--- config.mk ---
export PLATFORM = sky130hd
export DESIGN_NAME = dior_router
export DESIGN_NICKNAME = d
export VERILOG_FILES = /design/src/pkg/dior_pkg.sv /design/src/core/dior_router.sv
export VERILOG_INCLUDE_DIRS = /design/src /design/src/pkg
export SDC_FILE = /design/constraint.sdc
export NUM_CORES = 1
export LEC_CHECK = 0
export ABC_AREA = 1
export BUFFER_PORTS_ARGS = -buffer_cell sky130_fd_sc_hd__buf_2
export CAP_MARGIN = 20
export CELL_PAD_IN_SITES_DETAIL_PLACEMENT = 0
export CELL_PAD_IN_SITES_GLOBAL_PLACEMENT = 1
export CORE_UTILIZATION = 40
export CTS_CLUSTER_DIAMETER = 150
export DETAILED_ROUTE_END_ITERATION = 8
export PLACE_DENSITY_LB_ADDON = 0.1
export SLEW_MARGIN = 20
export SYNTH_ARGS = -nofsm -noshare
export SYNTH_HDL_FRONTEND = slang
export SYNTH_SLANG_ARGS = --single-unit
--- constraint.sdc ---
create_clock -name CLK -period 2.2 [get_ports CLK]
set_clock_uncertainty 0.2 [all_clocks]
set_input_delay 0.11 -clock CLK [delete_from_list [all_inputs] [get_ports CLK]]
set_output_delay 0.11 -clock CLK [all_outputs]
set_load 0.05 [all_outputs]
--- src/pkg/dior_cfg.svh ---
// Purpose: Constants for the discrete I/O function router
// Assumes: Selection values are decimal-coded, 0..199
// Notes:   Hundreds digit picks polarity, low two digits the function
`ifndef DIOR_CFG_SVH
`define DIOR_CFG_SVH
`define DIOR_NUM_IN        6
`define DIOR_NUM_OUT       3
`define DIOR_SEL_W         8
`define DIOR_HUNDRED       8'd100
// Input function codes
`define DIOR_FI_NONE       7'd0
`define DIOR_FI_SERVO_EN   7'd1
`define DIOR_FI_ALM_CLR    7'd2
`define DIOR_FI_GAIN       7'd3
`define DIOR_FI_PCLR       7'd4
`define DIOR_FI_ZHOLD      7'd5
`define DIOR_FI_CMDREV     7'd6
`define DIOR_FI_PBLOCK     7'd7
`define DIOR_FI_TLIM       7'd9
`define DIOR_FI_SLIM       7'd10
`define DIOR_FI_GEARN      7'd11
`define DIOR_FI_SPEED_CMD_SEL_BIT0       7'd14
`define DIOR_FI_SPEED_CMD_SEL_BIT1       7'd15
`define DIOR_FI_TRQ0       7'd16
`define DIOR_FI_TRQ1       7'd17
`define DIOR_FI_PS         7'd18
`define DIOR_FI_ST         7'd19
`define DIOR_FI_TP         7'd20
`define DIOR_FI_EHALT      7'd21
`define DIOR_FI_RINH       7'd22
`define DIOR_FI_FINH       7'd23
`define DIOR_FI_RTCAP      7'd25
`define DIOR_FI_FTCAP      7'd26
// Output function codes
`define DIOR_FO_READY      7'd1
`define DIOR_FO_ENABLED    7'd2
`define DIOR_FO_ZERO_SPEED_FLAG       7'd3
`define DIOR_FO_SPDR       7'd4
`define DIOR_FO_POSC       7'd5
`define DIOR_FO_TQL        7'd6
`define DIOR_FO_FAULT      7'd7
`define DIOR_FO_BRAKE      7'd8
`define DIOR_FO_OVLD       7'd9
`define DIOR_FO_WARN       7'd10
// Factory selections, active-high (hundreds digit 1)
`define DIOR_DEF_IN1       8'd101
`define DIOR_DEF_IN2       8'd102
`define DIOR_DEF_IN3       8'd104
`define DIOR_DEF_IN4       8'd122
`define DIOR_DEF_IN5       8'd123
`define DIOR_DEF_IN6       8'd121
`define DIOR_DEF_OUT1      8'd101
`define DIOR_DEF_OUT2      8'd102
`define DIOR_DEF_OUT3      8'd103
// Register offsets
`define DIOR_A_IN_SEL0     4'h0
`define DIOR_A_OUT_SEL0    4'h6
`define DIOR_A_STATUS      4'h9
`define DIOR_A_IRQ_STAT    4'ha
`define DIOR_A_IRQ_MASK    4'hb
`define DIOR_A_PINS        4'hc
// Status event bits
`define DIOR_EV_EHALT      0
`define DIOR_EV_RINH       1
`define DIOR_EV_FINH       2
`define DIOR_EV_W          3
`endif

--- src/pkg/dior_pkg.sv ---
// Purpose: Types for the discrete I/O function router
// Assumes: dior_cfg.svh supplies the widths
// Notes:   Function bundles travel as packed structs
`include "dior_cfg.svh"
package dior_pkg;
  typedef struct packed {
    logic servo_enable;
    logic alarm_clear;
    logic gain_switch;
    logic pulse_count_clear;
    logic zero_speed_hold;
    logic command_reversal;
    logic pulse_block;
    logic torque_limit_enable;
    logic speed_limit_enable;
    logic gear_numerator_select;
    logic [1:0] speed_cmd_sel;
    logic [1:0] torque_cmd_sel;
    logic mode_pos_spd;
    logic mode_spd_trq;
    logic mode_trq_pos;
    logic emergency_halt;
    logic reverse_travel_inhibit;
    logic forward_travel_inhibit;
    logic reverse_torque_cap;
    logic forward_torque_cap;
  } dior_func_t;

  typedef struct packed {
    logic servo_ready;
    logic servo_enabled;
    logic zero_speed_flag;
    logic speed_reached;
    logic position_complete;
    logic torque_limit_reached;
    logic fault_output;
    logic brake_control;
    logic overload_caution;
    logic general_warning;
  } dior_stat_t;

  typedef struct packed {
    logic [3:0] addr;
    logic [7:0] wdata;
    logic       wr;
    logic       rd;
  } dior_bus_t;
endpackage

--- src/core/dior_router.sv ---
// Purpose: Routes six discrete inputs and three outputs by per-channel function code
// Assumes: Inputs are asynchronous pins; status arrives on CLK
// Notes:   Selection value = polarity digit * 100 + function code
`timescale 1ns/1ps
`include "dior_cfg.svh"

// Contract
// - Every input and output channel has its own function-selection register.
// - Input codes 1 to 7 map to enable, alarm clear, gain, pulse clear, zero hold, reversal, pulse block.
// - Input codes 9, 10, 11 map to torque limit, speed limit and gear numerator select.
// - Input codes 14-17 form the speed and torque command selection bit pairs.
// - Input codes 18, 19, 20 switch position/speed, speed/torque and torque/position modes.
// - Input code 21 is an emergency halt, asserted when its contact opens.
// - Codes 22 and 23 are reverse and forward travel inhibit, asserted when the contact opens.
// - Codes 25 and 26 apply the reverse and forward torque caps.
// - An input with function code zero drives nothing.
// - Output codes 1 to 6 report ready, enabled, zero speed, speed reached, position, torque limit.
// - Output codes 7, 8, 9, 10 report fault, brake, overload caution and general warning.
// - An output with function code zero reports nothing.
// - Reset maps inputs 1-6 to enable, alarm clear, pulse clear, reverse, forward inhibit, halt.
// - An open normally-closed halt or limit input raises a sticky fault event.
module dior_router (
  input  wire logic                  CLK,
  input  wire logic                  RST,
  input  wire logic [5:0]            DI,
  input  wire dior_pkg::dior_stat_t  STATUS,
  input  wire logic [3:0]            ADDR,
  input  wire logic [7:0]            WDATA,
  input  wire logic                  WR,
  input  wire logic                  RD,
  output logic [7:0]                 RDATA,
  output logic [2:0]                 DO,
  output dior_pkg::dior_func_t       FUNC,
  output logic                       IRQ
);
  import dior_pkg::*;

  logic [7:0]  sel_in  [`DIOR_NUM_IN];
  logic [7:0]  sel_out [`DIOR_NUM_OUT];
  logic [5:0]  di_s1;
  logic [5:0]  di_s2;
  logic [5:0]  act_in;
  logic [6:0]  code_in  [`DIOR_NUM_IN];
  logic [6:0]  code_out [`DIOR_NUM_OUT];
  logic [5:0]  low_in;
  logic [2:0]  low_out;
  logic [2:0]  next_do;
  logic [`DIOR_EV_W-1:0] irq_stat;
  logic [`DIOR_EV_W-1:0] irq_mask;
  logic [`DIOR_EV_W-1:0] ev;
  dior_func_t  next_func;
  logic [7:0]  next_rdata;
  logic        wr_stat;
  logic        wr_mask;

  ////////////////////////////////////////////////////////////////////
  // Pin synchroniser
  always_ff @(posedge CLK) begin
    if (RST) begin
      di_s1 <= 6'h00;
      di_s2 <= 6'h00;
    end else begin
      di_s1 <= DI;
      di_s2 <= di_s1;
    end
  end

  ////////////////////////////////////////////////////////////////////
  // Selection registers and decode
  genvar g;
  generate
    for (g = 0; g < `DIOR_NUM_IN; g++) begin : g_in
      localparam logic [7:0] DEF = (g == 0) ? `DIOR_DEF_IN1 : (g == 1) ? `DIOR_DEF_IN2 :
                                   (g == 2) ? `DIOR_DEF_IN3 : (g == 3) ? `DIOR_DEF_IN4 :
                                   (g == 4) ? `DIOR_DEF_IN5 : `DIOR_DEF_IN6;
      wire hit = WR && (ADDR == `DIOR_A_IN_SEL0 + 4'(g));
      always_ff @(posedge CLK) begin
        if (RST)
          sel_in[g] <= DEF;
        else if (hit)
          sel_in[g] <= WDATA;
      end
      // Below 100 the hundreds digit is 0: active low
      assign low_in[g]  = sel_in[g] < `DIOR_HUNDRED;
      assign code_in[g] = low_in[g] ? sel_in[g][6:0]
                                    : 7'(sel_in[g] - `DIOR_HUNDRED);
      assign act_in[g]  = low_in[g] ? ~di_s2[g] : di_s2[g];
    end
    for (g = 0; g < `DIOR_NUM_OUT; g++) begin : g_out
      localparam logic [7:0] DEF = (g == 0) ? `DIOR_DEF_OUT1 :
                                   (g == 1) ? `DIOR_DEF_OUT2 : `DIOR_DEF_OUT3;
      wire hit = WR && (ADDR == `DIOR_A_OUT_SEL0 + 4'(g));
      always_ff @(posedge CLK) begin
        if (RST)
          sel_out[g] <= DEF;
        else if (hit)
          sel_out[g] <= WDATA;
      end
      assign low_out[g]  = sel_out[g] < `DIOR_HUNDRED;
      assign code_out[g] = low_out[g] ? sel_out[g][6:0]
                                      : 7'(sel_out[g] - `DIOR_HUNDRED);
    end
  endgenerate

  // OR of every channel carrying a given code; code zero matches nothing
  function automatic logic any_in(input logic [6:0] code);
    logic r;
    r = 1'b0;
    for (int i = 0; i < `DIOR_NUM_IN; i++)
      if (code != `DIOR_FI_NONE && code_in[i] == code)
        r = r | act_in[i];
    return r;
  endfunction

  // Contact-b: the function asserts when the assigned line is not energised
  function automatic logic nc_in(input logic [6:0] code);
    logic r;
    r = 1'b0;
    for (int i = 0; i < `DIOR_NUM_IN; i++)
      if (code_in[i] == code)
        r = r | ~act_in[i];
    return r;
  endfunction

  always_comb begin
    next_func = '0;
    next_func.servo_enable          = any_in(`DIOR_FI_SERVO_EN);
    next_func.alarm_clear           = any_in(`DIOR_FI_ALM_CLR);
    next_func.gain_switch           = any_in(`DIOR_FI_GAIN);
    next_func.pulse_count_clear     = any_in(`DIOR_FI_PCLR);
    next_func.zero_speed_hold       = any_in(`DIOR_FI_ZHOLD);
    next_func.command_reversal      = any_in(`DIOR_FI_CMDREV);
    next_func.pulse_block           = any_in(`DIOR_FI_PBLOCK);
    next_func.torque_limit_enable   = any_in(`DIOR_FI_TLIM);
    next_func.speed_limit_enable    = any_in(`DIOR_FI_SLIM);
    next_func.gear_numerator_select = any_in(`DIOR_FI_GEARN);
    next_func.speed_cmd_sel  = {any_in(`DIOR_FI_SPEED_CMD_SEL_BIT1), any_in(`DIOR_FI_SPEED_CMD_SEL_BIT0)};
    next_func.torque_cmd_sel = {any_in(`DIOR_FI_TRQ1), any_in(`DIOR_FI_TRQ0)};
    next_func.mode_pos_spd          = any_in(`DIOR_FI_PS);
    next_func.mode_spd_trq          = any_in(`DIOR_FI_ST);
    next_func.mode_trq_pos          = any_in(`DIOR_FI_TP);
    next_func.emergency_halt         = nc_in(`DIOR_FI_EHALT);
    next_func.reverse_travel_inhibit = nc_in(`DIOR_FI_RINH);
    next_func.forward_travel_inhibit = nc_in(`DIOR_FI_FINH);
    next_func.reverse_torque_cap    = any_in(`DIOR_FI_RTCAP);
    next_func.forward_torque_cap    = any_in(`DIOR_FI_FTCAP);
  end

  ////////////////////////////////////////////////////////////////////
  // Output selection
  always_comb begin
    for (int j = 0; j < `DIOR_NUM_OUT; j++) begin
      logic v;
      v = 1'b0;
      case (code_out[j])
        `DIOR_FO_READY:   v = STATUS.servo_ready;
        `DIOR_FO_ENABLED: v = STATUS.servo_enabled;
        `DIOR_FO_ZERO_SPEED_FLAG:    v = STATUS.zero_speed_flag;
        `DIOR_FO_SPDR:    v = STATUS.speed_reached;
        `DIOR_FO_POSC:    v = STATUS.position_complete;
        `DIOR_FO_TQL:     v = STATUS.torque_limit_reached;
        `DIOR_FO_FAULT:   v = STATUS.fault_output;
        `DIOR_FO_BRAKE:   v = STATUS.brake_control;
        `DIOR_FO_OVLD:    v = STATUS.overload_caution;
        `DIOR_FO_WARN:    v = STATUS.general_warning;
        default:          v = 1'b0;
      endcase
      // Unused channels stay deasserted regardless of polarity digit
      next_do[j] = (code_out[j] == 7'd0) ? 1'b0 : (low_out[j] ? ~v : v);
    end
  end

  ////////////////////////////////////////////////////////////////////
  // Fault events and interrupt
  assign ev[`DIOR_EV_EHALT] = next_func.emergency_halt;
  assign ev[`DIOR_EV_RINH]  = next_func.reverse_travel_inhibit;
  assign ev[`DIOR_EV_FINH]  = next_func.forward_travel_inhibit;
  assign wr_stat = WR && (ADDR == `DIOR_A_IRQ_STAT);
  assign wr_mask = WR && (ADDR == `DIOR_A_IRQ_MASK);

  always_ff @(posedge CLK) begin
    if (RST) begin
      irq_stat <= '0;
      irq_mask <= '0;
    end else begin
      // Set beats write-one-to-clear in the same cycle
      irq_stat <= (irq_stat & ~(wr_stat ? WDATA[`DIOR_EV_W-1:0] : '0)) | ev;
      if (wr_mask)
        irq_mask <= WDATA[`DIOR_EV_W-1:0];
    end
  end

  ////////////////////////////////////////////////////////////////////
  // Read mux
  always_comb begin
    next_rdata = 8'h00;
    if (ADDR < `DIOR_A_OUT_SEL0)
      next_rdata = sel_in[ADDR[2:0]];
    else if (ADDR < `DIOR_A_STATUS)
      next_rdata = sel_out[2'(ADDR - `DIOR_A_OUT_SEL0)];
    else if (ADDR == `DIOR_A_STATUS)
      next_rdata = {5'h00, DO};
    else if (ADDR == `DIOR_A_IRQ_STAT)
      next_rdata = {5'h00, irq_stat};
    else if (ADDR == `DIOR_A_IRQ_MASK)
      next_rdata = {5'h00, irq_mask};
    else if (ADDR == `DIOR_A_PINS)
      next_rdata = {2'h0, di_s2};
  end

  always_ff @(posedge CLK) begin
    if (RST) begin
      RDATA <= 8'h00;
      DO    <= 3'h0;
      FUNC  <= '0;
      IRQ   <= 1'b0;
    end else begin
      RDATA <= RD ? next_rdata : 8'h00;
      DO    <= next_do;
      FUNC  <= next_func;
      IRQ   <= |(irq_stat & irq_mask);
    end
  end

  ////////////////////////////////////////////////////////////////////
  // Checks
  a_zero_in_idle: assert property (@(posedge CLK) disable iff (RST)
    (code_in[0] == 7'd0 && code_in[1] != `DIOR_FI_SERVO_EN && code_in[2] != `DIOR_FI_SERVO_EN
     && code_in[3] != `DIOR_FI_SERVO_EN && code_in[4] != `DIOR_FI_SERVO_EN
     && code_in[5] != `DIOR_FI_SERVO_EN) |=> !FUNC.servo_enable)
    else $error("servo enable driven with no channel mapped");
  a_zero_out_idle: assert property (@(posedge CLK) disable iff (RST)
    code_out[0] == 7'd0 |=> !DO[0])
    else $error("disabled output channel asserted");
  a_out_ready: assert property (@(posedge CLK) disable iff (RST)
    (code_out[0] == `DIOR_FO_READY && !low_out[0]) |=> DO[0] == $past(STATUS.servo_ready))
    else $error("output ready mismatch");
  a_out_fault: assert property (@(posedge CLK) disable iff (RST)
    (code_out[1] == `DIOR_FO_FAULT && low_out[1]) |=> DO[1] == !$past(STATUS.fault_output))
    else $error("output fault mismatch");
  a_halt_open: assert property (@(posedge CLK) disable iff (RST)
    (code_in[5] == `DIOR_FI_EHALT && !act_in[5]) |=> FUNC.emergency_halt)
    else $error("halt not asserted on open contact");
  a_rinh_event: assert property (@(posedge CLK) disable iff (RST)
    FUNC.reverse_travel_inhibit |-> irq_stat[`DIOR_EV_RINH])
    else $error("reverse inhibit event not latched");
  a_irq_level: assert property (@(posedge CLK) disable iff (RST)
    (irq_stat & irq_mask) != '0 |=> IRQ)
    else $error("interrupt not raised");
  a_sel_write: assert property (@(posedge CLK) disable iff (RST)
    (WR && ADDR == `DIOR_A_IN_SEL0) |=> sel_in[0] == $past(WDATA))
    else $error("selection write lost");
  a_read_lat: assert property (@(posedge CLK) disable iff (RST)
    !RD |=> RDATA == 8'h00)
    else $error("read data outside read slot");
  // Single functions routed through channel 1, forward inhibit through channel 5, zero speed through output channel 3
  a_servo_map: assert property (@(posedge CLK) disable iff (RST)
    (code_in[0] == `DIOR_FI_SERVO_EN && act_in[0]) |=> FUNC.servo_enable)
    else $error("servo enable not routed");
  a_tlim_map: assert property (@(posedge CLK) disable iff (RST)
    (code_in[0] == `DIOR_FI_TLIM && act_in[0]) |=> FUNC.torque_limit_enable)
    else $error("torque limit enable not routed");
  a_gear_map: assert property (@(posedge CLK) disable iff (RST)
    (code_in[0] == `DIOR_FI_GEARN && act_in[0]) |=> FUNC.gear_numerator_select)
    else $error("gear numerator select not routed");
  a_speed_sel_map: assert property (@(posedge CLK) disable iff (RST)
    (code_in[0] == `DIOR_FI_SPEED_CMD_SEL_BIT1 && act_in[0]) |=> FUNC.speed_cmd_sel[1])
    else $error("speed command select bit not routed");
  a_torque_sel_map: assert property (@(posedge CLK) disable iff (RST)
    (code_in[0] == `DIOR_FI_TRQ0 && act_in[0]) |=> FUNC.torque_cmd_sel[0])
    else $error("torque command select bit not routed");
  a_mode_map: assert property (@(posedge CLK) disable iff (RST)
    (code_in[0] == `DIOR_FI_PS && act_in[0]) |=> FUNC.mode_pos_spd)
    else $error("mode switch not routed");
  a_finh_open: assert property (@(posedge CLK) disable iff (RST)
    (code_in[4] == `DIOR_FI_FINH && !act_in[4]) |=> FUNC.forward_travel_inhibit)
    else $error("forward inhibit not asserted on open contact");
  a_tcap_map: assert property (@(posedge CLK) disable iff (RST)
    (code_in[0] == `DIOR_FI_FTCAP && act_in[0]) |=> FUNC.forward_torque_cap)
    else $error("forward torque cap not routed");
  a_out_brake: assert property (@(posedge CLK) disable iff (RST)
    (code_out[0] == `DIOR_FO_BRAKE && !low_out[0]) |=> DO[0] == $past(STATUS.brake_control))
    else $error("output brake mismatch");
  a_out_zero_speed_flag: assert property (@(posedge CLK) disable iff (RST)
    (code_out[2] == `DIOR_FO_ZERO_SPEED_FLAG && !low_out[2]) |=> DO[2] == $past(STATUS.zero_speed_flag))
    else $error("output zero speed mismatch");
  a_low_polarity: assert property (@(posedge CLK) disable iff (RST)
    (low_in[0] && code_in[0] == `DIOR_FI_SERVO_EN && !di_s2[0]) |=> FUNC.servo_enable)
    else $error("active-low channel not inverted");
  a_reset_defaults: assert property (@(posedge CLK)
    $fell(RST) |-> (sel_in[0] == `DIOR_DEF_IN1 && sel_in[5] == `DIOR_DEF_IN6))
    else $error("selection defaults lost at reset");
  a_set_wins: assert property (@(posedge CLK) disable iff (RST)
    (ev[`DIOR_EV_EHALT] && wr_stat && WDATA[`DIOR_EV_EHALT]) |=> irq_stat[`DIOR_EV_EHALT])
    else $error("event lost to a clear in the same cycle");

  ////////////////////////////////////////////////////////////////////
  // Cover points
  c_write_sel:  cover property (@(posedge CLK) WR && ADDR == `DIOR_A_OUT_SEL0);
  c_halt:       cover property (@(posedge CLK) FUNC.emergency_halt);
  c_irq:        cover property (@(posedge CLK) IRQ);
  c_servo_on:   cover property (@(posedge CLK) FUNC.servo_enable && DO[1]);
  c_low_pol:    cover property (@(posedge CLK) low_in[0] && FUNC.servo_enable);
endmodule

-- Word-level counts from Yosys, hierarchy flattened
Memories as Yosys holds them, arrays and structs flattened.
Cells that the tools add are included.
- bits in registers: 52
- RAM bits: 72
- input port bits: 32
- output and inout port bits: 34
- word-level logic and storage cells: 583
- memories kept: 2
- memories (memory ; words ; bits a word ; read ports ; clocked after Yosys merged registers in ; write ports ; RTL line ; text):
    sel_in ; 6 ; 8 ; 7 ; 0 ; 6 ; dior_router.sv:38 ; logic [7:0] sel_in [`DIOR_NUM_IN];
    sel_out ; 3 ; 8 ; 4 ; 0 ; 3 ; dior_router.sv:39 ; logic [7:0] sel_out [`DIOR_NUM_OUT];
- add/subtract/negate cells: 10
- order comparisons: 11
- equality and inequality tests: 174
- muxes and demuxes: 198
- bitwise operators: 139
- reductions and logical operators: 20
- operators by type and width (cell ; number):
    $eq A7 B5 Y1 const B ; 60
    $eq A7 B4 Y1 const B ; 39
    $eq A7 B3 Y1 const B ; 36
    $mux W1 ; 170
    $eq A7 B2 Y1 const B ; 18
    $or A1 B1 Y1 ; 119
    $mux W8 ; 11
    $lt A8 B7 Y1 const B ; 9
    $eq A7 B1 Y1 const B ; 9
    $mux W7 ; 9
    $sub A7 B7 Y7 const B ; 9
    $pmux W1 S10 ; 3
    $mux W6 ; 4
    $logic_not A7 Y1 ; 3
    $eq A4 B4 Y1 const B ; 5
    $eq A4 B3 Y1 const B ; 4
    $not A1 Y1 ; 16
    $logic_and A1 B1 Y1 ; 11
    $eq A4 B2 Y1 const B ; 2
    $reduce_or A2 Y1 ; 4
    $and A3 B3 Y3 ; 2
    $eq A4 B1 Y1 const B ; 1
    $logic_not A4 Y1 ; 1
    $lt A4 B3 Y1 const B ; 1
    6 further kinds ; 6

-- Depth between registers and ports, before layout
Gate-level depths: netlist of the first run.
An unclocked memory read counts as a cell.
- depth in word-level cells: 16
- depth in mapped cells: 16
- mapped depth without buffers: 16

-- Least setup slack after synthesis of the first run
No wires, ideal clock.
- kind: register to register
- start point: mem sel_in[4][2]
- end point: reg irq_stat[1]
- setup time: 0.060 ns
- data arrival time: 1.810 ns
- required time: 1.940 ns
- path slack: 0.130 ns
- cell stages (with the launch flop): 16
- buffers on the path: 0
- period minus slack after synthesis: 2.070 ns
- cells stage by stage: edfxtp_1 -> inv_1 -> ha_1 -> nand2_2 -> nand3_2 -> nand2_4 -> nand2_1 -> xor2_1 -> inv_2 -> nor2_4 -> inv_2 -> nor3_1 -> nor2_1 -> nand2_1 -> nand2_1 -> nand2_1
- RTL lines (what ; RTL line ; text):
    start: declaration ; dior_router.sv:38 ;
    end signal: assignment ; dior_router.sv:187 ; irq_stat <= (irq_stat & ~(wr_stat ? WDATA[`DIOR_EV_W-1:0] : '0)) | ev;
    end: declaration ; dior_router.sv:48 ; logic [`DIOR_EV_W-1:0] irq_stat;

==> impl_table.tex, run 1 <==
\begin{tabular}{lr}
\hline
Metric & Value \\
\hline
\multicolumn{2}{l}{\textbf{Status}} \\
Status & finished with violations \\
Violated checks & setup timing \\
\multicolumn{2}{l}{\textbf{Setup path}} \\
CP arrival & roughly 2.4 ns \\
Reg2Reg Capture Point & FUNC[2]\$\_SDFF\_PP0\_ \\
Largest fanout of any net on the critical path & 8 \\
CP Launch Type & register \\
Start of the worst register-to-register path & sel\_in[2][2]\$\_SDFFCE\_PN0P\_ \\
Setup slack, reg-to-reg & -0.03 ns \\
Classification of the worst setup path & reg2reg \\
Type of destination of the critical path & register \\
Depth of the worst register-to-register path & 14 \\
CP required & 2.38 ns \\
\multicolumn{2}{l}{\textbf{Global routing}} \\
Largest net degree at the start of global routing & 24 \\
Global route total overflow & 0 \\
Antenna violations before repair & 1 \\
Total routing usage reported by global routing & between 20\% and 30\% \\
First-pass GRT wire length & around 47000 um \\
Number of global-route vias before repair & 8517 \\
\multicolumn{2}{l}{\textbf{Route}} \\
Average detailed-routed wire length per instance & $\sim$18 um \\
Routed Wire Length & 31430 um \\
Post-route DRC violation count & 0 \\
First drt pass iteration count & 5 \\
ANT nets after route & 0 \\
Iteration-0 DRC Markers & between 600 and 700 \\
Vias post-DR & 9156 \\
Detail-routed via count per cell & 5.182 \\
\multicolumn{2}{l}{\textbf{Power and ir drop}} \\
Reg power frac & 35.5\% \\
Proportion of power drawn by combinational gates & 27.3\% \\
Fraction of power spent switching nets & 34.34\% \\
Clock power frac & 37.2\% \\
Final total power & between 7 and 8 mW \\
Leak pwr & around 5.5 nW \\
Total power density per cell area & 610.8 nW/um\^{}2 \\
Maximum VDD drop & 0.4714 mV \\
Internal & 4.963 mW \\
Power spent charging and discharging nets & 2.596 mW \\
\multicolumn{2}{l}{\textbf{Clock network}} \\
Deepest level of the CTS H-tree & 4 \\
Root Driver & clkbuf\_16 \\
Insertion delay of the later-clocked pin in the worst-skew pair & 0.44 ns \\
Maximum clock insertion buffer count & 2 \\
Number of clock sinks seen by CTS & 124 \\
Number of buffers created by CTS & 17 \\
CTS clk-pin slew, worst paths & 0.07 ns \\
TritonCTS clock tree & done \\
\multicolumn{2}{l}{\textbf{STA}} \\
Final-report hold violation count & 0 \\
Tcrit/Tclk final & 101.4\% \\
Maximum operating frequency & between 400 and 500 MHz \\
Final setup vio count & 5 \\
Max Slew Vio Count & 0 \\
Final worst path period need & 2.231 ns \\
Worst Tran Pin Value & roughly 0.55 ns \\
Setup repair after global routing missed its margin & yes \\
Final worst setup slack & -0.03135 ns \\
Worst relative slew slack & a little over three fifths \\
\multicolumn{2}{l}{\textbf{Synthesis}} \\
Syn nets & around 1300 \\
Prevailing post-synth register cell & edfxtp\_1 \\
Async S/R FF share, synth & 0\% \\
Fraction of the yosys area taken by sequential cells & 38.03\% \\
Summed instance area of the synthesized netlist & 8422 sq um \\
Post-synth EDFFs & 72 \\
Mean post-synth cell area & 6.797 sq um \\
Total of flip-flops plus latches after synthesis & 124 \\
Number of cells produced by synthesis & between 1000 and 1500 \\
Warning count from the yosys run & 0 \\
Count of different cell masters after synthesis & 46 \\
\multicolumn{2}{l}{\textbf{Job}} \\
Max\_cap viols & 0 \\
\multicolumn{2}{l}{\textbf{Floorplan}} \\
Width of the die & 147.1 um \\
\# rows & 52 \\
Total die area & 21640 sq um \\
Die height & 147.1 um \\
Core Footprint & around 20000 sq um \\
Initial cell density of the core & 41.22\% \\
Count of pins on the block boundary & 66 \\
\multicolumn{2}{l}{\textbf{Hold path}} \\
Worst hold path class & in2reg \\
Hold Path Origin & ADDR[2] \\
Endpoint of the worst hold-timing path & irq\_stat[2]\$\_SDFF\_PP0\_ \\
Worst hold path stage count & 5 \\
\multicolumn{2}{l}{\textbf{Layout}} \\
Layout cells sized above 1 & between 30 and 40\% \\
Antenna diodes & 0 \\
Most common library cell in the layout ignoring fill and taps & nand2\_1 \\
P\&R area growth vs syn & 46.95\% \\
NumNets Final & 1525 \\
Most used cells in the layout excluding fill and tap cells & nand2\_1 (273), nor2\_1 (143), inv\_1 (128) \\
\multicolumn{2}{l}{\textbf{Placed design}} \\
Pre-CTS setup slack & -0.2148 ns \\
Routability congestion estimate & 0.9309 \\
Final HPWL from detailed placement & 23410 um \\
PortBufs & 65 \\
\hline
\end{tabular}
[registers in the layout, summed over array words and instances (netlist names)]
signal and cells:
sel_in 48, irq_stat 3, DO 3, RDATA 8, IRQ 1, sel_out 24
irq_mask 3, di_s2 6, FUNC 22, di_s1 6
[logic make-up (layout without fill, tap and decap cells)]
group,after synthesis,count (layout),share of synthesized area [%]
and+or+nand+nor,762,763,40.23
buffers and inverters,200,457,9.181
AOI/OAI and AO/OA,125,125,8.795
DFF,124,124,38.03
xor gates and xnor gates,19,19,2.422
adders and majority gates,9,9,1.337
[cell usage after synthesis, types with 3 or more instances]
cell type	n	area share, %
nand3_1	142	8.4
dfxtp_1	52	12
inv_1	162	7.2
nor2_4	10	1.3
inv_2	9	0.40
nor3_1	18	1.1
nand3_2	12	1.4
ha_1	9	1.3
nor2_1	191	8.5
xor2_1	13	1.4
o21ai_2	4	0.42
o211ai_1	6	0.53
a21oi_1	35	2.1
o221ai_1	4	0.42
clkbuf_1	11	0.49
buf_2	4	0.24
o311ai_0	5	0.52
nand2_4	7	0.94
a31oi_1	6	0.45
o21ai_1	7	0.42
nand2_2	13	0.97
xor2_2	3	0.58
edfxtp_1	72	26
nand2_1	336	15
o21ai_0	36	2.1
nand4_1	16	1.2
o22ai_1	16	1.2
nor2_2	6	0.45
clkinv_1	10	0.45
[cell type report]
cell class	count	area (sq um)
Fill cell	1963	8054
Clock buffer	19	442.9
Multi-Input combinational cell	916	5712
Sequential cell	124	3203
Tap cell	270	337.8
Timing Repair Buffer	244	1861
Inverter	181	685.7
Clock inverter	13	133.9
[critical path, cell delays in order (launching register included)]
cell      delay, ns
edfxtp_1       0.40
inv_2          0.10
ha_4           0.17
nand2_4        0.07
nand3_4        0.09
nand2_8        0.11
nand2_4        0.08
xor2_2         0.16
nor2b_4        0.30
nand3_1        0.12
nand2_1        0.09
nor2_1         0.05
nand2_1        0.10
nand2_1        0.08
inv_1          0.07
[power groups by stage]
stage,clock network (mW),logic (mW),registers (mW)
global route,2.93,2.22,2.70
floorplan,0,0.844,2.76
global placement,0,1.51,2.71
CTS,2.83,1.63,2.67
finish,2.81,2.06,2.69
detailed placement,0,1.51,2.72
[metal layers]
| metal | GRT usage, % | vias up | share of wire, % |
|---|---|---|---|
| met4 | 7.938 | 0 | 1.5 |
| met5 | 0 | - | 0 |
| met2 | 43.16 | 331 | 45 |
| met1 | 40.14 | 4278 | 46 |
| li1 | - | 4514 | - |
| met3 | 7.174 | 33 | 7.4 |
[worst max-delay path by stage]
stage / from / to / slack (ns) / cells past startpoint
2_1_floorplan: sel_in[4][2]$_SDFFCE_PN0P_ / irq_stat[1]$_SDFF_PP0_ / 0.13 / 15
3_3_place_gp: sel_in[1][2]$_SDFFCE_PN1P_ / irq_stat[2]$_SDFF_PP0_ / -0.15 / 14
3_5_place_dp: sel_in[1][2]$_SDFFCE_PN1P_ / irq_stat[2]$_SDFF_PP0_ / -0.21 / 14
4_1_cts: sel_in[2][2]$_SDFFCE_PN0P_ / irq_stat[2]$_SDFF_PP0_ / -0.02 / 15
5_1_grt: sel_in[2][2]$_SDFFCE_PN0P_ / FUNC[2]$_SDFF_PP0_ / -0.14 / 14
6_report: sel_in[2][2]$_SDFFCE_PN0P_ / FUNC[2]$_SDFF_PP0_ / -0.03 / 14
[timing repair]
item                                   in CTS  in global routing
setup endpoints to repair                  26                 30
buffers inserted                            5                 31
pin swaps                                  20                 77
hold buffers                               32                  0
endpoints found under the hold margin      22                  0
cloned                                      0                  1
resized for setup                          60                275
[metrics by stage]
step | area, sq um | hold WS, ns | setup TNS, ns | cells | utilization [%]
floorplan | 8422 | 0.01697 | 0 | 1239 | -
global placement | 9864 | 0.1119 | -1.109 | 1668 | 48.29
detailed placement | 9864 | 0.1168 | -1.605 | 1668 | 48.29
CTS | 11030 | 0.03119 | -0.06381 | 1737 | 53.99
global route | 12380 | 0.08182 | -2.037 | 1767 | 60.58
finish | 12380 | 0.05058 | -0.09313 | 1767 | 60.58
Note: power is estimated with default switching activity, not from simulation.
==> run 2: changes to the inputs <==
--- a/config.mk
+++ b/config.mk
@@ -15,6 +15,7 @@
 export CTS_CLUSTER_DIAMETER = 150
 export DETAILED_ROUTE_END_ITERATION = 8
 export PLACE_DENSITY_LB_ADDON = 0.1
+export RECOVER_POWER = 50
 export SLEW_MARGIN = 20
 export SYNTH_ARGS = -nofsm -noshare
 export SYNTH_HDL_FRONTEND = slang
==> impl_table.tex, run 2 (synthesis results as in run 1) <==
\begin{tabular}{lr}
\hline
Metric & Value \\
\hline
\multicolumn{2}{l}{\textbf{Global routing}} \\
Total routing usage reported by global routing & 28.51\% (unchanged) \\
First-pass GRT wire length & 46570 um (unchanged) \\
Global route total overflow & 0 (unchanged) \\
Largest net degree at the start of global routing & 24 (unchanged) \\
Antenna violations before repair & 0 (-1) \\
Number of global-route vias before repair & 8517 (unchanged) \\
\multicolumn{2}{l}{\textbf{Setup path}} \\
Setup slack, reg-to-reg & -0.03 ns (about the same) \\
Classification of the worst setup path & reg2reg \\
Worst setup startpoint & sel\_in[2][2]\$\_SDFFCE\_PN0P\_ \\
Critical Path, Cell by Cell & inv\_2 > ha\_4 > nand2\_4 > nand3\_4 > nand2\_8 > nand2\_4 > xor2\_2 > nor2b\_4 > nand3\_1 > nand2\_1 > nor2\_1 > nand2\_1 > nand2\_1 > inv\_1 \\
Depth of the worst register-to-register path & 14 (unchanged) \\
CP required & 2.38 ns (about the same) \\
Stage delay of the slowest cell on the critical path & 0.40 ns (about the same) \\
Start of the worst register-to-register path & sel\_in[2][2]\$\_SDFFCE\_PN0P\_ \\
Slowest cell on crit path & edfxtp\_1 \\
Largest fanout of any net on the critical path & 8 (unchanged) \\
Reg2Reg Capture Point & FUNC[2]\$\_SDFF\_PP0\_ \\
CP Launch Type & register \\
Cell repeated most along the worst path & nand2\_1 \\
CP arrival & 2.42 ns (about the same) \\
Type of destination of the critical path & register \\
\multicolumn{2}{l}{\textbf{Clock network}} \\
TritonCTS clock tree & done \\
CTS clk-pin slew, worst paths & 0.07 ns (about the same) \\
Root Driver & clkbuf\_16 \\
Deepest level of the CTS H-tree & 4 (unchanged) \\
Number of clock sinks seen by CTS & 124 (unchanged) \\
Insertion delay of the later-clocked pin in the worst-skew pair & 0.44 ns (about the same) \\
Number of buffers created by CTS & 17 (unchanged) \\
Maximum clock insertion buffer count & 2 (unchanged) \\
\multicolumn{2}{l}{\textbf{Route}} \\
ANT nets after route & 0 (unchanged) \\
Vias post-DR & 9168 (+0.13\%) \\
Detail-routed via count per cell & 5.188 (+0.13\%) \\
Average detailed-routed wire length per instance & 17.80 um (about the same) \\
Detail Route met2 WL & 14170 um (about the same) \\
M1 wire length & 14360 um (-0.68\%) \\
Routed Wire Length & 31450 um (about the same) \\
First drt pass iteration count & 7 (+2) \\
Iteration-0 DRC Markers & 644 (+6.6\%) \\
Post-route DRC violation count & 0 (unchanged) \\
Uppermost layer routed & met4 \\
Total met3 wirelength after detailed routing & 2440 um (+5.4\%) \\
\multicolumn{2}{l}{\textbf{Layout}} \\
Footprint of the flip-flops and latches & 3203 sq um (unchanged) \\
Register with the highest flop count & sel\_in \\
Antenna diodes & 0 (unchanged) \\
Area occupied by multi-input gates & 5712 sq um (unchanged) \\
P\&R area growth vs syn & 46.25\% \\
NumNets Final & 1525 (unchanged) \\
Max reg flops & 48 (unchanged) \\
Layout cells sized above 1 & 33.27\% (-2.6 points) \\
Most common library cell in the layout ignoring fill and taps & nand2\_1 \\
Most used cells in the layout excluding fill and tap cells & nand2\_1 (273), nor2\_1 (143), inv\_1 (128) \\
Fill cell count & 1975 (+0.61\%) \\
Top Registers & sel\_in: 48 flops, sel\_out: 24 flops, FUNC: 22 flops \\
\multicolumn{2}{l}{\textbf{Job}} \\
Max\_cap viols & 0 (unchanged) \\
\multicolumn{2}{l}{\textbf{Placed design}} \\
Routability congestion estimate & 0.9309 (unchanged) \\
PortBufs & 65 (unchanged) \\
Final HPWL from detailed placement & 23410 um (unchanged) \\
Pre-CTS setup slack & -0.2148 ns (unchanged) \\
\multicolumn{2}{l}{\textbf{Floorplan}} \\
Total die area & 21640 sq um (unchanged) \\
Die height & 147.1 um (unchanged) \\
\# rows & 52 (unchanged) \\
Initial cell density of the core & 41.22\% (unchanged) \\
Count of pins on the block boundary & 66 (unchanged) \\
Core Footprint & 20430 sq um (unchanged) \\
Width of the die & 147.1 um (unchanged) \\
\multicolumn{2}{l}{\textbf{STA}} \\
Tcrit/Tclk final & 101.5\% (+0.11 points) \\
Worst Tran Pin Value & 0.6116 ns (+0.05832 ns) \\
Final worst path period need & 2.234 ns (+0.002319 ns) \\
Final setup vio count & 5 (unchanged) \\
Final-report hold violation count & 0 (unchanged) \\
Setup repair after global routing missed its margin & yes \\
Final worst setup slack & -0.03367 ns (-0.002319 ns) \\
Worst relative slew slack & 59.40\% (-3.3 points) \\
Max Slew Vio Count & 0 (unchanged) \\
Maximum operating frequency & 447.7 MHz (-0.10\%) \\
\multicolumn{2}{l}{\textbf{Hold path}} \\
Worst hold path class & in2reg \\
Endpoint of the worst hold-timing path & irq\_stat[2]\$\_SDFF\_PP0\_ \\
Hold Path Origin & ADDR[2] \\
Worst hold path stage count & 5 (unchanged) \\
\multicolumn{2}{l}{\textbf{Power and ir drop}} \\
Total power density per cell area & 613.3 nW/um\^{}2 (+0.41\%) \\
Maximum VDD drop & 0.4731 mV (+0.35\%) \\
Leak pwr & 5.378 nW (-2.9\%) \\
Final total power & 7.554 mW (about the same) \\
\multicolumn{2}{l}{\textbf{Status}} \\
Status & finished with violations \\
Violated checks & setup timing \\
\hline
\end{tabular}
-- run 2: area by class of cell --
| cell class | instances | share of cell area (%) |
|---|---|---|
| inverters | 181 | 5.567 |
| clock inverters | 13 | 1.087 |
| clock buffers | 19 | 3.596 |
| well taps | 270 | 2.743 |
| multi-input cells | 916 | 46.37 |
| flip-flops and latches | 124 | 26.01 |
| repair buffers | 244 | 14.63 |
-- run 2: worst max path at each step --
stage | slack, ns | cells after the start | to
final | -0.03 | 14 | FUNC[2]$_SDFF_PP0_
after global routing | -0.14 | 14 | FUNC[2]$_SDFF_PP0_
after CTS | -0.02 | 15 | irq_stat[2]$_SDFF_PP0_
after detailed placement | -0.21 | 14 | irq_stat[2]$_SDFF_PP0_
after global placement | -0.15 | 14 | irq_stat[2]$_SDFF_PP0_
after floorplan | 0.13 | 15 | irq_stat[1]$_SDFF_PP0_
-- run 2: through the flow --
stage	setup TNS (ns)	instance area [sq um]	instances	hold slack [ns]	utilization [%]
after global routing	-2.294	12320	1767	0.08182	60.29
after detailed placement	-1.605	9864	1668	0.1168	48.29
final	-0.08730	12320	1767	0.05797	60.29
after global placement	-1.109	9864	1668	0.1119	48.29
after floorplan	0	8422	1239	0.01697	-
after CTS	-0.06381	11030	1737	0.03119	53.99
-- run 2: timing repair --
item / 4_1_cts / 5_1_grt
buffers inserted: 5 / 31
hold buffers: 32 / 0
endpoints found under the setup margin: 26 / 30
cloned: 0 / 1
pin swaps: 20 / 77
resized for setup: 60 / 275
endpoints found under the hold margin: 22 / 0
-- run 2: routing by layer --
| layer | vias up | GRT usage [%] |
|---|---|---|
| met3 | 33 | 7.174 |
| met5 | - | 0 |
| met1 | 4279 | 40.14 |
| met2 | 341 | 43.16 |
| met4 | 0 | 7.938 |
| li1 | 4515 | - |
-- run 2: where the power goes --
group,internal (mW),switching (mW)
combinational,0.770,1.28
sequential,2.57,0.114
clock,1.61,1.20
-- run 2: critical path: cells and delay by family (launching register included) --
| family | cells | cell delay (ns) |
|---|---|---|
| flip-flops | 1 | 0.40 |
| XOR/XNOR | 1 | 0.16 |
| AND/OR/NAND/NOR | 10 | 1.09 |
| buffers and inverters | 2 | 0.17 |
| adder cells (fa/ha/maj) | 1 | 0.17 |
==> run 3: changes to the inputs <==
==> constraint.sdc (replaced) <==
create_clock -name CLK -period 2.2 [get_ports CLK]
set_clock_uncertainty 0.2 [all_clocks]
set_input_delay 0.22 -clock CLK [delete_from_list [all_inputs] [get_ports CLK]]
set_output_delay 0.22 -clock CLK [all_outputs]
set_load 0.05 [all_outputs]
==> impl_table.tex, run 3 (synthesis results as in run 1) <==
\begin{tabular}{lr}
\hline
Metric & Value \\
\hline
\multicolumn{2}{l}{\textbf{Status}} \\
Status & finished with violations \\
Violated checks & setup timing \\
\multicolumn{2}{l}{\textbf{Clock network}} \\
Insertion delay of the later-clocked pin in the worst-skew pair & 0.44 ns (about the same) \\
Number of buffers created by CTS & 17 (unchanged) \\
Root Driver & clkbuf\_16 \\
TritonCTS clock tree & done \\
CTS clk-pin slew, worst paths & 0.06 ns (about the same) \\
Number of clock sinks seen by CTS & 124 (unchanged) \\
Deepest level of the CTS H-tree & 4 (unchanged) \\
Maximum clock insertion buffer count & 2 (unchanged) \\
\multicolumn{2}{l}{\textbf{Route}} \\
Average detailed-routed wire length per instance & 17.67 um (-0.71\%) \\
Iteration-0 DRC Markers & 613 (-4.8\%) \\
Post-route DRC violation count & 0 (unchanged) \\
Routed Wire Length & 30930 um (-1.7\%) \\
Detail-routed via count per cell & 5.237 (+0.94\%) \\
ANT nets after route & 0 (unchanged) \\
Vias post-DR & 9165 (-0.033\%) \\
First drt pass iteration count & 5 (-2) \\
\multicolumn{2}{l}{\textbf{STA}} \\
Final-report hold violation count & 0 (unchanged) \\
Maximum operating frequency & 444.0 MHz (-0.83\%) \\
Final setup vio count & 4 (-1) \\
Worst Tran Pin Value & 0.7047 ns (+0.09313 ns) \\
Total negative slack for setup checks & -0.07971 ns (+0.007585 ns) \\
Tcrit/Tclk final & 102.4\% (+0.84 points) \\
Setup repair after global routing missed its margin & yes \\
Worst hold slack after final layout & 0.03341 ns (-0.02455 ns) \\
Max Slew Vio Count & 0 (unchanged) \\
Worst relative slew slack & 52.66\% (-6.7 points) \\
Final worst setup slack & -0.05225 ns (-0.01858 ns) \\
Final worst path period need & 2.252 ns (+0.01858 ns) \\
\multicolumn{2}{l}{\textbf{Placed design}} \\
Placed Cells & 1664 (-0.24\%) \\
Final HPWL from detailed placement & 23240 um (-0.70\%) \\
Routability congestion estimate & 0.9616 (+3.3\%) \\
Post-place instance area & 9834 sq um (-0.30\%) \\
PortBufs & 65 (unchanged) \\
\multicolumn{2}{l}{\textbf{Floorplan}} \\
\# rows & 52 (unchanged) \\
Width of the die & 147.1 um (unchanged) \\
Total die area & 21640 sq um (unchanged) \\
Core Footprint & 20430 sq um (unchanged) \\
Count of pins on the block boundary & 66 (unchanged) \\
Die height & 147.1 um (unchanged) \\
Initial cell density of the core & 41.22\% (unchanged) \\
\multicolumn{2}{l}{\textbf{Setup path}} \\
Setup slack, reg-to-reg & -0.05 ns (-0.02 ns) \\
Classification of the worst setup path & reg2reg \\
Reg2Reg Capture Point & FUNC[8]\$\_SDFF\_PP0\_ \\
Slowest cell on crit path & edfxtp\_1 \\
Largest fanout of any net on the critical path & 5 (-3) \\
Cell type group with the largest total delay on the critical path & simple AND/OR/NAND/NOR gates \\
Type of destination of the critical path & register \\
Critical Path, Cell by Cell & inv\_2 > ha\_4 > nand2\_4 > nand3\_4 > buf\_4 > buf\_4 > nand2\_1 > nand3\_2 > nor2\_4 > buf\_6 > nand2\_4 > o211ai\_1 > nor2\_2 > nor2\_1 \\
CP Launch Type & register \\
Sum of buffers and inverters on the critical path & 4 (+2) \\
CP arrival & 2.41 ns (about the same) \\
CP required & 2.36 ns (-0.02 ns) \\
Stage delay of the slowest cell on the critical path & 0.36 ns (-0.04 ns) \\
Depth of the worst register-to-register path & 14 (unchanged) \\
Start of the worst register-to-register path & sel\_in[4][2]\$\_SDFFCE\_PN0P\_ \\
\multicolumn{2}{l}{\textbf{Power and ir drop}} \\
Proportion of power drawn by combinational gates & 27.2\% (about the same) \\
Leak pwr & 5.323 nW (-1.0\%) \\
Fraction of power spent switching nets & 34.97\% (+0.56 points) \\
Reg power frac & 36.7\% (+1.1 points) \\
Maximum VDD drop & 0.5172 mV (+9.3\%) \\
Internal & 4.770 mW (-3.7\%) \\
Clock power frac & 36.1\% (-1.1 points) \\
Total power density per cell area & 609.0 nW/um\^{}2 (-0.70\%) \\
Final total power & 7.335 mW (-2.9\%) \\
Power spent charging and discharging nets & 2.566 mW (-1.3\%) \\
\multicolumn{2}{l}{\textbf{Global routing}} \\
Global route total overflow & 0 (unchanged) \\
First-pass GRT wire length & 46490 um (-0.18\%) \\
Total routing usage reported by global routing & 28.31\% (-0.21 points) \\
Antenna violations before repair & 0 (unchanged) \\
Number of global-route vias before repair & 8442 (-0.88\%) \\
Largest net degree at the start of global routing & 24 (unchanged) \\
\multicolumn{2}{l}{\textbf{Layout}} \\
Footprint of the flip-flops and latches & 3203 sq um (unchanged) \\
Filler-free cell count of the finished design & 1750 (-0.96\%) \\
Most used cells in the layout excluding fill and tap cells & nand2\_1 (276), nor2\_1 (143), inv\_1 (129) \\
P\&R area growth vs syn & 43.01\% \\
NumNets Final & 1508 (-1.1\%) \\
Max reg flops & 48 (unchanged) \\
Fill cell count & 1928 (-2.4\%) \\
Antenna diodes & 0 (unchanged) \\
Fin area & 12040 sq um (-2.2\%) \\
Area occupied by multi-input gates & 5645 sq um (-1.2\%) \\
Layout cells sized above 1 & 33.11\% (-0.16 points) \\
Register with the highest flop count & sel\_in \\
Top Registers & sel\_in: 48 flops, sel\_out: 24 flops, FUNC: 22 flops \\
Most common library cell in the layout ignoring fill and taps & nand2\_1 \\
\multicolumn{2}{l}{\textbf{Job}} \\
Max\_cap viols & 0 (unchanged) \\
\multicolumn{2}{l}{\textbf{Hold path}} \\
Worst hold path stage count & 6 (+1) \\
Hold Path Origin & STATUS[1] \\
Endpoint of the worst hold-timing path & DO[1]\$\_SDFF\_PP0\_ \\
Worst hold path class & in2reg \\
\hline
\end{tabular}
[run 3: routing by layer]
metal | up-vias | wire (um) | GRT usage, %
met3 | 41 | 2138 | 4.845
met2 | 352 | 13910 | 43.56
met1 | 4277 | 14250 | 41.15
met4 | 0 | 627 | 6.701
met5 | - | 0 | 0
li1 | 4495 | - | -
[run 3: cell type report]
class,count,share of cell area [%]
multi-input combinational,917,46.87
inverter,181,5.693
timing repair buffer,226,13.53
clock buffer,18,3.563
tap,270,2.805
clock inverter,14,0.9454
sequential,124,26.59
[run 3: through the flow]
stage / util, % / worst slack, ns
after floorplan: - / 0.1296
after global placement: 48.14 / -0.09443
after detailed placement: 48.14 / -0.1459
after CTS: 53.88 / -0.01301
after global routing: 58.95 / -0.1405
final: 58.95 / -0.05225
[run 3: how the worst max path moves through the flow]
stage	slack, ns	endpoint	from	depth (start not counted)
after detailed placement	-0.15	FUNC[19]$_SDFF_PP0_	sel_in[2][2]$_SDFFCE_PN0P_	13
after global placement	-0.09	FUNC[8]$_SDFF_PP0_	sel_in[2][2]$_SDFFCE_PN0P_	13
final	-0.05	FUNC[8]$_SDFF_PP0_	sel_in[4][2]$_SDFFCE_PN0P_	14
after global routing	-0.14	FUNC[8]$_SDFF_PP0_	sel_in[4][2]$_SDFFCE_PN0P_	15
after floorplan	0.13	irq_stat[1]$_SDFF_PP0_	sel_in[4][2]$_SDFFCE_PN0P_	15
after CTS	-0.01	irq_stat[2]$_SDFF_PP0_	sel_in[2][2]$_SDFFCE_PN0P_	15
[run 3: worst min-delay path, cell delays in order]
cell     delay [ns]
buf_2          0.07
inv_1          0.06
nor2_2         0.09
nor2_2         0.05
nand3_1        0.07
a21oi_1        0.05
[run 3: timing repair]
item / CTS / global route
setup endpoints to repair: 27 / 30
cloned: 0 / 3
hold buffers: 15 / 0
pin swaps: 25 / 92
hold endpoints to repair: 12 / 0
buffers inserted: 13 / 23
resized for setup: 93 / 233
[run 3: power groups by stage]
| stage | combinational, mW | sequential, mW | clock [mW] |
|---|---|---|---|
| 3_3_place_gp | 1.49 | 2.72 | 0 |
| 3_5_place_dp | 1.50 | 2.72 | 0 |
| 6_report | 2.00 | 2.69 | 2.65 |
| 5_1_grt | 2.15 | 2.70 | 2.76 |
| 2_1_floorplan | 0.844 | 2.76 | 0 |
| 4_1_cts | 1.64 | 2.67 | 2.65 |
